<file path="src/logic/lcrb_map.svh">
// Register map, field positions, reset values and widths of the LIN
// controller register bank. Assumes inclusion by the bank's design file.
//
// Behaviour
// RQ1: Configuration bit 7 disables the controller when 0, enables it when 1.
// RQ2: Configuration bit 6 selects slave role at 0, master role at 1.
// RQ3: Configuration bit 5 picks automatic rate detect; ignored in master role.
// RQ4: Configuration bits 4 to 0 read zero and ignore writes.
// RQ5: Fifteen indirect core registers at indices 0x00 to 0x0e.
// RQ6: Master-only bits reachable only as master, slave-only bits only as slave.
// RQ7: Eight data byte registers hold received or to-be-sent bytes.
// RQ8: Control bit 7 write 1 halts processing until next break; reads 0.
// RQ9: Control bit 6 requests slave bus sleep at 1, waking at 0.
// RQ10: Control bit 5 marks frame as receive at 0, transmit at 1.
// RQ11: Slave sets control bit 4 after data request; controller clears it.
// RQ12: Control bit 3 write 1 clears interrupt pending flag; reads 0.
// RQ13: Control bit 2 write 1 clears error status and error register; reads 0.
// RQ14: Control bit 1 sends wakeup signal; controller clears it itself.
// RQ15: Control bit 0 starts master frame; cleared on completion or error.
// RQ16: Software sets start only after identifier, length and data are loaded.
// RQ17: Indirect data port accesses the core register the index selects.
// RQ18: Status bit 0 clears at transmission start, sets at its completion.
// RQ19: Status bit 2 sets on any error and holds until error clear.
// RQ20: Writes to status and error registers change nothing.
`ifndef LCRB_MAP_SVH
`define LCRB_MAP_SVH

// Direct special function addresses
`define LCRB_SFR_CFG 8'hc9
`define LCRB_SFR_INDEX 8'hd3
`define LCRB_SFR_PORT 8'hd2

// Indirect core register indices
`define LCRB_IX_DATA_LAST 8'h07
`define LCRB_IX_CTRL 8'h08
`define LCRB_IX_STATUS 8'h09
`define LCRB_IX_ERROR 8'h0a
`define LCRB_IX_SIZE 8'h0b
`define LCRB_IX_DIV 8'h0c
`define LCRB_IX_MUL 8'h0d
`define LCRB_IX_ID 8'h0e

// Configuration fields and reset value
`define LCRB_CFG_ON 7
`define LCRB_CFG_MASTER 6
`define LCRB_CFG_AUTO 5
`define LCRB_CFG_RESET 8'h60

// Control fields
`define LCRB_CT_HALT 7
`define LCRB_CT_SLEEP 6
`define LCRB_CT_DIR 5
`define LCRB_CT_ACK 4
`define LCRB_CT_IRQCLR 3
`define LCRB_CT_FLTCLR 2
`define LCRB_CT_ROUSE 1
`define LCRB_CT_LAUNCH 0

// Status fields
`define LCRB_ST_ACTIVE 7
`define LCRB_ST_IDLE 6
`define LCRB_ST_ABORT 5
`define LCRB_ST_IDREQ 4
`define LCRB_ST_IRQ 3
`define LCRB_ST_ERROR 2
`define LCRB_ST_WAKE 1
`define LCRB_ST_DONE 0

// Error register: bits 4 and 3 are slave-only
`define LCRB_ERR_SLAVE_MASK 5'h18
// Size register: checksum type and length
`define LCRB_SZ_CHK 7
`define LCRB_ID_MASK 8'h3f
`define LCRB_ZERO 8'h00

`endif

</file>
<file path="src/logic/lcrb_pkg.sv">
// Types shared by the LIN controller register bank and its users.
// Assumes the frame engine sits on the same clock as the bank.
package lcrb_pkg;

  // Configuration seen by the frame engine
  typedef struct packed {
    logic interface_on;
    logic master;
    logic auto_rate_detect;
  } lcrb_cfg_t;

  // Events reported by the frame engine, one-cycle pulses except active
  typedef struct packed {
    logic active;
    logic idle_timeout;
    logic abort;
    logic id_received;
    logic tx_start;
    logic done;
    logic wakeup_seen;
    logic wakeup_sent;
    logic [4:0] err_set;
  } lcrb_evt_t;

  // Commands handed to the frame engine
  typedef struct packed {
    logic halt;
    logic sleep;
    logic frame_direction;
    logic data_request_ack;
    logic send_rouse_signal;
    logic frame_launch;
  } lcrb_cmd_t;

  // Frame and rate settings handed to the frame engine
  typedef struct packed {
    logic checksum_type_select;
    logic [3:0] payload_length;
    logic [7:0] rate_divisor_low;
    logic [7:0] multiplier_prescaler;
    logic [5:0] frame_identifier;
  } lcrb_setup_t;

endpackage

</file>
<file path="src/logic/lcrb_regs.sv">
// LIN controller register bank: direct configuration, index and port
// registers, the fifteen indirect core registers and a receive FIFO.
// Assumes the processor and the frame engine run on core_clk_in.
`include "lcrb_map.svh"

// Small first-in first-out buffer with valid/ready on both sides
module lcrb_fifo
  import lcrb_pkg::*;
#(
  parameter int WIDTH = 8,
  parameter int DEPTH = 4
) (
  input wire logic core_clk_in,
  input wire logic rst_b_in,
  input wire logic clk_en_in,
  input wire logic flush_in,
  input wire logic in_valid_in,
  output logic in_ready_out,
  input wire logic [WIDTH-1:0] in_data_in,
  output logic out_valid_out,
  input wire logic out_ready_in,
  output logic [WIDTH-1:0] out_data_out
);
  localparam int AW = (DEPTH > 1) ? $clog2(DEPTH) : 1;

  logic [WIDTH-1:0] mem_reg [DEPTH];
  logic [AW-1:0] wr_ptr_reg;
  logic [AW-1:0] rd_ptr_reg;
  logic [AW:0] count_reg;
  logic push;
  logic pop;

  // Full and empty follow the occupancy count directly
  assign in_ready_out = (count_reg != (AW+1)'(DEPTH));
  assign out_valid_out = (count_reg != '0);
  assign push = in_valid_in & in_ready_out;
  assign pop = out_valid_out & out_ready_in;
  assign out_data_out = mem_reg[rd_ptr_reg];

  // Storage array, no reset needed for the words themselves
  always_ff @(posedge core_clk_in) begin
    if (clk_en_in && push) begin
      mem_reg[wr_ptr_reg] <= in_data_in;
    end
  end

  // Pointers wrap at DEPTH so a non power of two depth also works
  always_ff @(posedge core_clk_in or negedge rst_b_in) begin
    if (!rst_b_in) begin
      wr_ptr_reg <= '0;
      rd_ptr_reg <= '0;
      count_reg <= '0;
    end else if (clk_en_in) begin
      if (flush_in) begin
        wr_ptr_reg <= '0;
        rd_ptr_reg <= '0;
        count_reg <= '0;
      end else begin
        if (push) begin
          wr_ptr_reg <= (wr_ptr_reg == AW'(DEPTH - 1)) ? '0 : wr_ptr_reg + 1'b1;
        end
        if (pop) begin
          rd_ptr_reg <= (rd_ptr_reg == AW'(DEPTH - 1)) ? '0 : rd_ptr_reg + 1'b1;
        end
        if (push && !pop) begin
          count_reg <= count_reg + 1'b1;
        end else if (pop && !push) begin
          count_reg <= count_reg - 1'b1;
        end
      end
    end
  end
endmodule

// Register bank top
module lcrb_regs
  import lcrb_pkg::*;
#(
  parameter int FIFO_DEPTH = 4
) (
  input wire logic core_clk_in,
  input wire logic rst_b_in,
  input wire logic clk_en_in,
  input wire logic [7:0] sfr_addr_in,
  input wire logic sfr_wr_in,
  input wire logic sfr_rd_in,
  input wire logic [7:0] sfr_wdata_in,
  output logic [7:0] sfr_rdata_out,
  input wire lcrb_evt_t evt_in,
  input wire logic rx_valid_in,
  output logic rx_ready_out,
  input wire logic [7:0] rx_byte_in,
  output lcrb_cfg_t cfg_out,
  output lcrb_cmd_t cmd_out,
  output lcrb_setup_t setup_out,
  output logic [63:0] payload_out
);

  logic [7:0] cfg_reg;
  logic [7:0] index_reg;
  logic [7:0] rdata_reg;
  logic [7:0] data_reg [8];
  logic [7:0] ctrl_reg;
  logic [7:0] status_reg;
  logic [4:0] error_reg;
  logic [7:0] size_reg;
  logic [7:0] div_reg;
  logic [7:0] mul_reg;
  logic [5:0] id_reg;
  logic [2:0] rx_slot_reg;
  logic halt_reg;
  logic ack_pulse_reg;

  logic on;
  logic master;
  logic slave;
  logic port_wr;
  logic port_rd;
  logic ctrl_wr;
  logic data_wr;
  logic [7:0] ev_ctrl;
  logic [7:0] rd_core;
  logic [7:0] rd_sfr;
  logic [7:0] st_view;
  logic [4:0] err_view;
  logic [4:0] err_evt;
  logic irq_evt;
  logic frame_start;
  logic drain_valid;
  logic drain_ready;
  logic [7:0] drain_byte;

  // Role and enable decode used throughout
  assign on = cfg_reg[`LCRB_CFG_ON];
  assign master = cfg_reg[`LCRB_CFG_MASTER];
  assign slave = ~master;

  // Indirect port strobes target the register the index selects (see RQ17)
  assign port_wr = sfr_wr_in && (sfr_addr_in == `LCRB_SFR_PORT);
  assign port_rd = sfr_rd_in && (sfr_addr_in == `LCRB_SFR_PORT);
  assign ctrl_wr = port_wr && (index_reg == `LCRB_IX_CTRL);
  assign data_wr = port_wr && (index_reg <= `LCRB_IX_DATA_LAST);

  // Engine events count only while the interface is on (see RQ1)
  assign err_evt = on ? evt_in.err_set : 5'h00;
  assign frame_start = on & (evt_in.tx_start | evt_in.id_received);
  assign irq_evt = on & (evt_in.id_received | evt_in.done | (|evt_in.err_set)
                   | evt_in.idle_timeout | evt_in.wakeup_seen
                   | (master & evt_in.wakeup_sent));

  // Direct configuration register; low bits never store (see RQ4)
  always_ff @(posedge core_clk_in or negedge rst_b_in) begin
    if (!rst_b_in) begin
      cfg_reg <= `LCRB_CFG_RESET;
    end else if (clk_en_in && sfr_wr_in && (sfr_addr_in == `LCRB_SFR_CFG)) begin
      cfg_reg <= {sfr_wdata_in[7:5], 5'h00}; // see RQ4
    end
  end

  // Index register for the indirect port
  always_ff @(posedge core_clk_in or negedge rst_b_in) begin
    if (!rst_b_in) begin
      index_reg <= 8'h00;
    end else if (clk_en_in && sfr_wr_in && (sfr_addr_in == `LCRB_SFR_INDEX)) begin
      index_reg <= sfr_wdata_in; // see RQ17
    end
  end

  // Eight data byte registers, written by software or by the receive drain
  genvar gi;
  generate
    for (gi = 0; gi < 8; gi++) begin : g_data
      always_ff @(posedge core_clk_in or negedge rst_b_in) begin
        if (!rst_b_in) begin
          data_reg[gi] <= 8'h00;
        end else if (clk_en_in) begin
          if (data_wr && (index_reg[2:0] == 3'(gi))) begin
            data_reg[gi] <= sfr_wdata_in; // see RQ7
          end else if (drain_valid && drain_ready && (rx_slot_reg == 3'(gi))) begin
            data_reg[gi] <= drain_byte; // see RQ7
          end
        end
      end
      assign payload_out[gi*8 +: 8] = data_reg[gi];
    end
  endgenerate

  // Received bytes wait in the FIFO; a software data write stalls the
  // drain for that cycle so the two never collide on one byte register
  assign drain_ready = ~data_wr;

  lcrb_fifo #(
    .WIDTH(8),
    .DEPTH(FIFO_DEPTH)
  ) u_rx_fifo (
    .core_clk_in(core_clk_in),
    .rst_b_in(rst_b_in),
    .clk_en_in(clk_en_in),
    .flush_in(~on),
    .in_valid_in(rx_valid_in & on),
    .in_ready_out(rx_ready_out),
    .in_data_in(rx_byte_in),
    .out_valid_out(drain_valid),
    .out_ready_in(drain_ready),
    .out_data_out(drain_byte)
  );

  // Receive slot restarts at byte 0 with each new frame
  always_ff @(posedge core_clk_in or negedge rst_b_in) begin
    if (!rst_b_in) begin
      rx_slot_reg <= 3'h0;
    end else if (clk_en_in) begin
      if (frame_start) begin
        rx_slot_reg <= 3'h0;
      end else if (drain_valid && drain_ready) begin
        rx_slot_reg <= rx_slot_reg + 3'h1;
      end
    end
  end

  // Hardware clears on the held control bits
  always_comb begin
    ev_ctrl = 8'h00;
    // Launch ends on completion or on any error (see RQ15)
    ev_ctrl[`LCRB_CT_LAUNCH] = on & (evt_in.done | (|evt_in.err_set));
    // Wakeup request ends once the signal has gone out (see RQ14)
    ev_ctrl[`LCRB_CT_ROUSE] = on & (evt_in.wakeup_sent | (|evt_in.err_set));
  end

  // Control register: held bits, with role gating on software writes
  always_ff @(posedge core_clk_in or negedge rst_b_in) begin
    if (!rst_b_in) begin
      ctrl_reg <= 8'h00;
    end else if (clk_en_in) begin
      if (ctrl_wr) begin
        // Slave-only bits ignore writes in master role (see RQ6)
        if (slave) begin
          ctrl_reg[`LCRB_CT_SLEEP] <= sfr_wdata_in[`LCRB_CT_SLEEP]; // see RQ9
        end
        ctrl_reg[`LCRB_CT_DIR] <= sfr_wdata_in[`LCRB_CT_DIR]; // see RQ10
        // Master-only start bit ignores writes in slave role (see RQ6)
        if (master && sfr_wdata_in[`LCRB_CT_LAUNCH] && !status_reg[`LCRB_ST_ERROR]) begin
          ctrl_reg[`LCRB_CT_LAUNCH] <= 1'b1; // see RQ15
        end
        if (sfr_wdata_in[`LCRB_CT_ROUSE] && !status_reg[`LCRB_ST_ERROR]) begin
          ctrl_reg[`LCRB_CT_ROUSE] <= 1'b1; // see RQ14
        end
      end
      // A clear event in the cycle of a new set defers to the set
      if (ev_ctrl[`LCRB_CT_LAUNCH] && !(ctrl_wr && sfr_wdata_in[`LCRB_CT_LAUNCH])) begin
        ctrl_reg[`LCRB_CT_LAUNCH] <= 1'b0; // see RQ15
      end
      if (ev_ctrl[`LCRB_CT_ROUSE] && !(ctrl_wr && sfr_wdata_in[`LCRB_CT_ROUSE])) begin
        ctrl_reg[`LCRB_CT_ROUSE] <= 1'b0; // see RQ14
      end
      // Write-only action bits are never stored
      ctrl_reg[`LCRB_CT_HALT] <= 1'b0; // see RQ8
      ctrl_reg[`LCRB_CT_ACK] <= 1'b0; // see RQ11
      ctrl_reg[`LCRB_CT_IRQCLR] <= 1'b0; // see RQ12
      ctrl_reg[`LCRB_CT_FLTCLR] <= 1'b0; // see RQ13
    end
  end

  // Acknowledge is a one-cycle pulse; the bit clears itself next edge
  always_ff @(posedge core_clk_in or negedge rst_b_in) begin
    if (!rst_b_in) begin
      ack_pulse_reg <= 1'b0;
    end else if (clk_en_in) begin
      ack_pulse_reg <= ctrl_wr & slave & sfr_wdata_in[`LCRB_CT_ACK]; // see RQ11
    end
  end

  // Halt holds until the engine sees the next break (id or start event) or the interface goes off
  always_ff @(posedge core_clk_in or negedge rst_b_in) begin
    if (!rst_b_in) begin
      halt_reg <= 1'b0;
    end else if (clk_en_in) begin
      if (ctrl_wr && slave && sfr_wdata_in[`LCRB_CT_HALT]) begin
        halt_reg <= 1'b1; // see RQ8
      end else if (frame_start || !on) begin
        halt_reg <= 1'b0; // see RQ8
      end
    end
  end

  // Status flags: hardware sets win over software clears in one cycle
  always_ff @(posedge core_clk_in or negedge rst_b_in) begin
    if (!rst_b_in) begin
      status_reg <= 8'h00;
    end else if (clk_en_in) begin
      status_reg[`LCRB_ST_ACTIVE] <= on & evt_in.active;
      if (on && evt_in.tx_start) begin
        status_reg[`LCRB_ST_DONE] <= 1'b0; // see RQ18
      end
      if (on && (evt_in.done || evt_in.wakeup_seen || (master && evt_in.wakeup_sent))) begin
        status_reg[`LCRB_ST_DONE] <= 1'b1; // see RQ18
      end
      if (irq_evt) begin
        status_reg[`LCRB_ST_IRQ] <= 1'b1;
      end else if (ctrl_wr && sfr_wdata_in[`LCRB_CT_IRQCLR]) begin
        status_reg[`LCRB_ST_IRQ] <= 1'b0; // see RQ12
      end
      if (err_evt != 5'h00) begin
        status_reg[`LCRB_ST_ERROR] <= 1'b1; // see RQ19
      end else if (ctrl_wr && sfr_wdata_in[`LCRB_CT_FLTCLR]) begin
        status_reg[`LCRB_ST_ERROR] <= 1'b0; // see RQ13
      end
      if (on && evt_in.id_received) begin
        status_reg[`LCRB_ST_IDREQ] <= 1'b1;
      end else if (ack_pulse_reg || (ctrl_wr && sfr_wdata_in[`LCRB_CT_HALT])) begin
        status_reg[`LCRB_ST_IDREQ] <= 1'b0;
      end
      if ((on && evt_in.abort) || (ctrl_wr && slave && sfr_wdata_in[`LCRB_CT_HALT])) begin
        status_reg[`LCRB_ST_ABORT] <= 1'b1; // see RQ8
      end else if (frame_start) begin
        status_reg[`LCRB_ST_ABORT] <= 1'b0;
      end
      if (on && evt_in.idle_timeout) begin
        status_reg[`LCRB_ST_IDLE] <= 1'b1;
      end else if (frame_start || ctrl_reg[`LCRB_CT_SLEEP]) begin
        status_reg[`LCRB_ST_IDLE] <= 1'b0;
      end
      if (on && (evt_in.wakeup_seen || evt_in.wakeup_sent)) begin
        status_reg[`LCRB_ST_WAKE] <= 1'b1;
      end else if (frame_start) begin
        status_reg[`LCRB_ST_WAKE] <= 1'b0;
      end
    end
  end

  // Error register: sticky per cause; writes through the port do nothing
  always_ff @(posedge core_clk_in or negedge rst_b_in) begin
    if (!rst_b_in) begin
      error_reg <= 5'h00;
    end else if (clk_en_in) begin
      if (ctrl_wr && sfr_wdata_in[`LCRB_CT_FLTCLR]) begin
        error_reg <= err_evt; // see RQ13
      end else begin
        error_reg <= error_reg | err_evt; // see RQ19
      end
    end
  end

  // Frame and rate setup registers
  always_ff @(posedge core_clk_in or negedge rst_b_in) begin
    if (!rst_b_in) begin
      size_reg <= 8'h00;
      div_reg <= 8'h00;
      mul_reg <= 8'h00;
      id_reg <= 6'h00;
    end else if (clk_en_in && port_wr) begin
      unique case (index_reg)
        `LCRB_IX_SIZE: size_reg <= {sfr_wdata_in[7], 3'h0, sfr_wdata_in[3:0]};
        `LCRB_IX_DIV: div_reg <= sfr_wdata_in;
        `LCRB_IX_MUL: mul_reg <= sfr_wdata_in;
        `LCRB_IX_ID: id_reg <= sfr_wdata_in[5:0];
        default: ;
      endcase
    end
  end

  // Read views hide bits of the other role (see RQ6)
  always_comb begin
    st_view = status_reg;
    err_view = error_reg;
    if (master) begin
      st_view[`LCRB_ST_IDLE] = 1'b0;
      st_view[`LCRB_ST_ABORT] = 1'b0;
      st_view[`LCRB_ST_IDREQ] = 1'b0;
      err_view = error_reg & ~`LCRB_ERR_SLAVE_MASK;
    end
  end

  // Indirect read mux; status and error have no write path (see RQ20)
  always_comb begin
    rd_core = `LCRB_ZERO;
    if (index_reg <= `LCRB_IX_DATA_LAST) begin
      rd_core = data_reg[index_reg[2:0]];
    end else begin
      unique case (index_reg)
        `LCRB_IX_CTRL: begin
          rd_core = ctrl_reg;
          rd_core[`LCRB_CT_SLEEP] = slave & ctrl_reg[`LCRB_CT_SLEEP];
          rd_core[`LCRB_CT_LAUNCH] = master & ctrl_reg[`LCRB_CT_LAUNCH];
        end
        `LCRB_IX_STATUS: rd_core = st_view;
        `LCRB_IX_ERROR: rd_core = {3'h0, err_view};
        `LCRB_IX_SIZE: rd_core = size_reg;
        `LCRB_IX_DIV: rd_core = div_reg;
        `LCRB_IX_MUL: rd_core = mul_reg;
        `LCRB_IX_ID: rd_core = {2'h0, id_reg};
        default: rd_core = `LCRB_ZERO; // see RQ5
      endcase
    end
  end

  // Direct read mux; an unknown address reads zero
  always_comb begin
    unique case (sfr_addr_in)
      `LCRB_SFR_CFG: rd_sfr = cfg_reg; // see RQ4
      `LCRB_SFR_INDEX: rd_sfr = index_reg;
      `LCRB_SFR_PORT: rd_sfr = rd_core; // see RQ17
      default: rd_sfr = `LCRB_ZERO;
    endcase
  end

  // Read data is registered: it appears one edge after the read strobe
  // and holds until the next read
  always_ff @(posedge core_clk_in or negedge rst_b_in) begin
    if (!rst_b_in) begin
      rdata_reg <= 8'h00;
    end else if (clk_en_in && sfr_rd_in) begin
      rdata_reg <= rd_sfr;
    end
  end

  assign sfr_rdata_out = rdata_reg;

  // Configuration toward the engine (see RQ1, RQ2)
  assign cfg_out.interface_on = on; // see RQ1
  assign cfg_out.master = master; // see RQ2
  // Automatic rate detection only counts in slave role
  assign cfg_out.auto_rate_detect = slave & cfg_reg[`LCRB_CFG_AUTO]; // see RQ3

  // Commands toward the engine, all forced off while disabled
  assign cmd_out.halt = on & halt_reg; // see RQ8
  assign cmd_out.sleep = on & slave & ctrl_reg[`LCRB_CT_SLEEP]; // see RQ9
  assign cmd_out.frame_direction = on & ctrl_reg[`LCRB_CT_DIR]; // see RQ10
  assign cmd_out.data_request_ack = on & ack_pulse_reg; // see RQ11
  assign cmd_out.send_rouse_signal = on & ctrl_reg[`LCRB_CT_ROUSE]; // see RQ14
  assign cmd_out.frame_launch = on & master & ctrl_reg[`LCRB_CT_LAUNCH]; // see RQ15

  // Frame setup toward the engine
  assign setup_out.checksum_type_select = size_reg[`LCRB_SZ_CHK];
  assign setup_out.payload_length = size_reg[3:0];
  assign setup_out.rate_divisor_low = div_reg;
  assign setup_out.multiplier_prescaler = mul_reg;
  assign setup_out.frame_identifier = id_reg;

endmodule

</file>
<file path="config.mk">
export PLATFORM = sky130hd
export DESIGN_NAME = lcrb_regs
export DESIGN_NICKNAME = d
export VERILOG_FILES = /design/src/logic/lcrb_pkg.sv /design/src/logic/lcrb_regs.sv
export VERILOG_INCLUDE_DIRS = /design/src /design/src/logic
export SDC_FILE = /design/constraint.sdc
export NUM_CORES = 1
export LEC_CHECK = 0
export BUFFER_PORTS_ARGS = -buffer_cell sky130_fd_sc_hd__buf_4
export CAP_MARGIN = 10
export CORE_MARGIN = 10
export CORE_UTILIZATION = 41
export DETAILED_ROUTE_END_ITERATION = 6
export HOLD_SLACK_MARGIN = 0.1
export PLACE_DENSITY = 0.72
export SLEW_MARGIN = 20
export SYNTH_ARGS = -nofsm -noshare
export SYNTH_HDL_FRONTEND = slang
export SYNTH_SLANG_ARGS = --single-unit
</file>
<file path="constraint.sdc">
create_clock -name core_clk_in -period 2.1 [get_ports core_clk_in]
set_clock_uncertainty 0.05 [all_clocks]
set_input_delay 0.42 -clock core_clk_in [delete_from_list [all_inputs] [get_ports core_clk_in]]
set_output_delay 0.42 -clock core_clk_in [all_outputs]
set_load 0.02 [all_outputs]
</file>
==> results of run 1 <==
[power breakdown]
part	switching [W]	internal (W)	total (W)
registers	0.000165	0.00352	0.00368
logic	0.000630	0.000571	0.00120
clock network	0.00159	0.00175	0.00334
total	0.00239	0.00584	0.00822
[final cells by class]
type	count	area, um2	area share [%]
clock inverter	15	205	1.61
timing repair buffer	272	2280	17.8
tap	280	350	2.74
multi-input combinational	472	5020	39.2
inverter	16	61.3	0.480
sequential	171	4440	34.8
clock buffer	17	425	3.33
[cell families after synthesis]
logic type,count (synthesis),synth area share [%]
adders and majority gates,12,1.74
AOI/OAI and AO/OA,103,8.31
buffers and inverters,62,3.39
muxes,201,28.2
DFF,171,49.0
and+or+nand+nor,156,9.41
[cells in the mapped netlist (7+ instances only)]
library cell / instances / area, um2
nor2_1: 21 / 78.8
ha_1: 11 / 138
nor3_1: 13 / 65.1
and3_1: 10 / 62.6
buf_2: 11 / 55.1
a21oi_1: 14 / 70.1
mux2i_1: 8 / 80.1
mux4_2: 25 / 563
o21ai_0: 20 / 100
mux2_2: 163 / 1840
nand2_1: 44 / 165
nor2_2: 8 / 50.1
a22o_1: 16 / 140
dfrtp_1: 137 / 3430
edfxtp_1: 32 / 961
nand3_1: 12 / 60.1
inv_1: 13 / 48.8
clkbuf_1: 22 / 82.6
and2_1: 7 / 43.8
[metal layers]
layer  vias to the layer above  global-route usage, %  share of wire [%]
met3                        42                   6.30                8.8
met2                       375                   33.9                 48
met4                         0                   6.51                1.9
met1                      3738                   28.5                 41
li1                       3153                      -                  -
met5                         -                      0                  0
[worst max-delay path by stage]
| stage | end | slack [ns] | depth (start not counted) |
|---|---|---|---|
| 3_3_place_gp | payload_out[56] | -0.47 | 9 |
| 2_1_floorplan | size_reg[0] | -0.19 | 6 |
| 5_1_grt | u_rx_fifo.count_reg[2] | -0.27 | 10 |
| 6_report | payload_out[59] | -0.17 | 8 |
| 4_1_cts | payload_out[21] | -0.15 | 8 |
| 3_5_place_dp | u_rx_fifo.count_reg[2] | -0.49 | 11 |
[worst max-delay path, delay by kind of cell, from the launching register on]
kind / cells / cell delay (ns)
buf+inv: 3 / 0.52
flops: 1 / 0.42
mux: 2 / 0.56
simple gates: 3 / 0.60
[metrics by stage]
stage / instances / instance area, um2 / hold WS, ns
after floorplan: 705 / 9090 / 0.0744
after detailed placement: 1195 / 11200 / 0.289
after global routing: 1243 / 12800 / 0.108
after global placement: 1195 / 11200 / 0.286
final: 1243 / 12800 / 0.122
after CTS: 1237 / 12500 / 0.112
[what timing repair did]
action                                  4_1_cts  5_1_grt
pin swaps                                    22       16
endpoints found under the setup margin      110      116
hold buffers                                  1        0
resized for setup                           153       48
setup buffers                                 9        7
hold endpoints to repair                     29        0
==> out/metrics.yaml, run 1 <==
worst_slack_ns: -0.174
largest_reg_flops: 64
max_cap_violations: 0
drc_errors: 0
slew_headroom_pct: 67.7
rsz0062_at_grt: "true"
cts.sinks: 171
grt_max_degree: 56
dpl.hpwl_um: 22100
overflow: 0
clkSlewWorstSetupHoldPaths_ns: 0.08
grt_pass1_wl_um: 47800
yosys_warnings: 0
crit_fanout: 5
die_w_um: 169
finalCritPeriodShare_pct: 108
mostFrequentLayoutCells: "buf_4, dfrtp_1, mux2_4"
finalCriticalPeriod_ns: 2.27
ys_seq_area_share_pct: 49.0
utilization_pct: 58.6
end_kind: "register"
cts_tree: "built"
synth_edf_count: 32
ff2ff_path_depth: 8
synth_top_flop_cell: "dfrtp_1"
tightest_slew_ns: 0.484
place_congestion: 1.00
htreeDepth: 4
async_flop_share_pct: 81.3
slew_viol_final: 0
antenna_found_initial: 0
finalSetupViolations: 77
via_per_inst: 5.88
core_region_area_mm2: 0.0218
syn_nets: 760
fp.dieArea_mm2: 0.0285
syn_inst: 705
cp_slowest_stage_delay_ns: 0.42
power.leakage_nw: 5.93
fmax_mhz: 440
drtIter0Drc: 711
clk_latency_ns: 0.44
initial_core_util_pct: 41.5
syn_to_final_growth_pct: 41.0
power_density_mw_per_mm2: 643
critPathKind: "reg2reg"
grt_pass1_vias: 7804
dr.pass1.iters: 5
dp_slack_ns: -0.493
syn_area_mm2: 0.00907
vdd_drop_max_uv: 528
violations: "negative setup slack"
rr_endpoint: "payload_out[59]"
crit_path_top_delay_cell: "dfrtp_1"
cts_root_buf: "clkbuf_16"
ctsLongestPathBuffers: 2
io_pins: 152
critPathRequiredTime_ns: 2.37
nNetsFinal: 1005
wl_per_cell_um: 25.5
final_common_cell: "buf_4"
crit_path_start_kind: "register"
n_fill_cell: 1681
hold_path_end: "u_rx_fifo.mem_reg[2][0]"
synth_seq_cells: 171
hold_viol: 0
wl_um: 31800
power_w: 0.00822
antenna_cells: 0
fp.dieH_um: 169
cts_inserted_buffers: 17
io_buffer_count: 151
drive_gt1_share_pct: 57.3
yosys.cell_types.count: 70
critPathLaunch: "index_reg[7]"
r2r_slack_ns: -0.17
vias: 7308
worstHoldStart: "rx_byte_in[0]"
postRouteAntennaNets: 0
status: "complete, but fails checks"
cp_cell_sequence: "nor4_2 -> buf_4 -> nand4_1 -> buf_6 -> nor2_4 -> buf_6 -> mux2_4 -> mux2_4"
syn_avg_cell_area_um2: 12.9
core.rowCount: 54
crit_arrival_ns: 2.55
groute.usage.overall_pct: 21.7
setup_tns_ns: -8.54
worstReg2RegStart: "index_reg[7]"
hold_class: "in2reg"
whs_path_depth: 1
Power figures use the tool's default switching activity.
==> run 2: changes to the inputs <==
REMOVE_ABC_BUFFERS = 1   (was default)
==> run 2 against run 1 <==
  * The run still ends with negative setup slack left
  * Global-route usage is 1.1 points lower
  * Final cell count is 0.24% lower
  * Sequential cell count stayed put
  * Worst setup slack worse by 0.058 ns
  * Worst hold slack better by 0.0060 ns
  * Fmax is 2.5% lower
  * Sequential share of layout area is 0.49 points higher
  * Non-clock buffer count is 3 lower
  * Combinational power hardly changed
==> out/metrics.yaml, run 2 (same netlist as run 1, synthesis figures left out) <==
mostFrequentLayoutCells: "buf_4, dfrtp_1, mux2_2"
critPathKind: "reg2reg"
syn_to_final_growth_pct: 39.1
finalCriticalPeriod_ns: 2.33  # +0.0577 ns
io_pins: 152  # unchanged
slew_headroom_pct: 66.6  # -1.1 points
die_w_um: 169  # unchanged
via_per_inst: 5.82  # -0.99%
hold_viol: 0  # unchanged
ff2ff_path_depth: 8  # unchanged
cp_cell_sequence: "nor4_4 -> buf_4 -> nand4_1 -> buf_6 -> nor2_4 -> buf_12 -> mux2_2 -> mux2_2"
core.rowCount: 54  # unchanged
overflow: 0  # unchanged
core_region_area_mm2: 0.0218  # unchanged
drc_errors: 0  # unchanged
cts_root_buf: "clkbuf_16"
max_cap_violations: 0  # unchanged
wl_um: 30500  # -3.9%
worst_slack_ns: -0.232  # -0.0577 ns
path_common_cell: "mux2_2"
grt_max_degree: 49  # -13%
largest_reg_flops: 64  # unchanged
crit_arrival_ns: 2.59  # +0.04 ns
finalSetupViolations: 89  # +16%
status: "complete, but fails checks"
crit_path_start_kind: "register"
nNetsFinal: 1002  # -0.30%
critPathRequiredTime_ns: 2.36  # about the same
antenna_found_initial: 0  # unchanged
final_common_cell: "buf_4"
place_congestion: 0.932  # -7.2%
design_area_mm2: 0.0126  # -1.3%
final_cell_count_no_fill: 1240  # -0.24%
crit_fanout: 9  # +4
end_kind: "register"
power_density_mw_per_mm2: 637  # -1.1%
whs_path_depth: 1  # unchanged
grt_pass1_vias: 7555  # -3.2%
hold_class: "in2reg"
cts_tree: "built"
dp_slack_ns: -0.558  # -0.0647 ns
io_buffer_count: 151  # unchanged
finalCritPeriodShare_pct: 111  # +2.7 points
slew_viol_final: 0  # unchanged
ctsLongestPathBuffers: 2  # unchanged
groute.usage.overall_pct: 20.6  # -1.1 points
vias: 7218  # -1.2%
power.leakage_nw: 5.77  # -2.7%
placed_cells: 1191  # -0.33%
dpl.hpwl_um: 21700  # -1.9%
grt_pass1_wl_um: 45500  # -4.8%
utilization_pct: 57.8  # -0.76 points
postRouteAntennaNets: 0  # unchanged
drive_gt1_share_pct: 57.8  # +0.49 points
rsz0062_at_grt: "true"
fp.dieH_um: 169  # unchanged
dr.pass1.iters: 5  # unchanged
place_area_mm2: 0.0112  # -0.49%
htreeDepth: 4  # unchanged
vdd_drop_max_uv: 560  # +6.0%
cp_slowest_stage_delay_ns: 0.43  # about the same
initial_core_util_pct: 41.5  # unchanged
crit_path_top_delay_cell: "dfrtp_1"
drtIter0Drc: 634  # -11%
tightest_slew_ns: 0.501  # +0.0170 ns
clkSlewWorstSetupHoldPaths_ns: 0.07  # about the same
clk_latency_ns: 0.44  # about the same
fmax_mhz: 429  # -2.5%
fp.dieArea_mm2: 0.0285  # unchanged
cts.sinks: 171  # unchanged
cts_inserted_buffers: 17  # unchanged
wl_per_cell_um: 24.6  # -3.7%
power_w: 0.00803  # -2.4%
violations: "negative setup slack"
antenna_cells: 0  # unchanged
## run 2: changes by cell type in the layout (fill, tap and decap cells not counted), sizes merged
cell	delta
buf	-4
bufinv	-1
clkbuf	+1
inv	+1
## run 2: final timing paths
check	start	endpoint	slack, ns
setup / recovery	index_reg[6]	payload_out[15]	-0.23
hold / removal	rx_byte_in[2]	u_rx_fifo.mem_reg[3][2]	0.13
setup reg to reg	index_reg[6]	payload_out[15]	-0.23
hold reg to reg	status_reg[6]	status_reg[6]	0.46
max in group asynchronous	rst_b_in	cfg_reg[5]	0.91
min in group asynchronous	rst_b_in	status_reg[7]	0.45
## run 2: cell type report
cell class,instances,area (um2)
multi-input cells,472,4880
repair buffers,269,2290
clock buffers,17,425
inverters,16,60.1
flip-flops and latches,171,4450
fillers,1690,9210
clock inverters,15,161
well taps,280,350
## run 2: report_power, final
part           switching [W]  internal [W]  total, W
clock                0.00157       0.00161   0.00318
sequential          0.000159       0.00352   0.00368
combinational       0.000628      0.000546   0.00117
## run 2: stage by stage
stage | hold slack, ns | setup TNS (ns)
floorplan | 0.0744 | -74.54
global placement | 0.351 | -53.03
detailed placement | 0.348 | -47.90
CTS | 0.116 | -10.30
global route | 0.116 | -21.34
finish | 0.128 | -13.20
## run 2: worst max-delay path: cells and delay by family (launching register included)
family                 cells  cell delay, ns
DFF                        1            0.43
and+or+nand+nor            3            0.57
muxes                      2            0.62
buffers and inverters      3            0.51
## run 2: routing by layer
layer / wire length (um) / track usage (%) / vias to the layer above
met2: 14300 / 32.1 / 327
met4: 653 / 6.21 / 0
met3: 2340 / 5.03 / 44
met5: 0 / 0 / -
li1: - / - / 3157
met1: 13300 / 27.8 / 3690
## run 2: timing repair
| action | in CTS | in global routing |
|---|---|---|
| hold buffers | 1 | 0 |
| pin swaps | 17 | 26 |
| cloned | 0 | 1 |
| setup endpoints to repair | 115 | 119 |
| hold endpoints to repair | 44 | 0 |
| gates resized for setup | 55 | 99 |
| setup buffers | 13 | 11 |
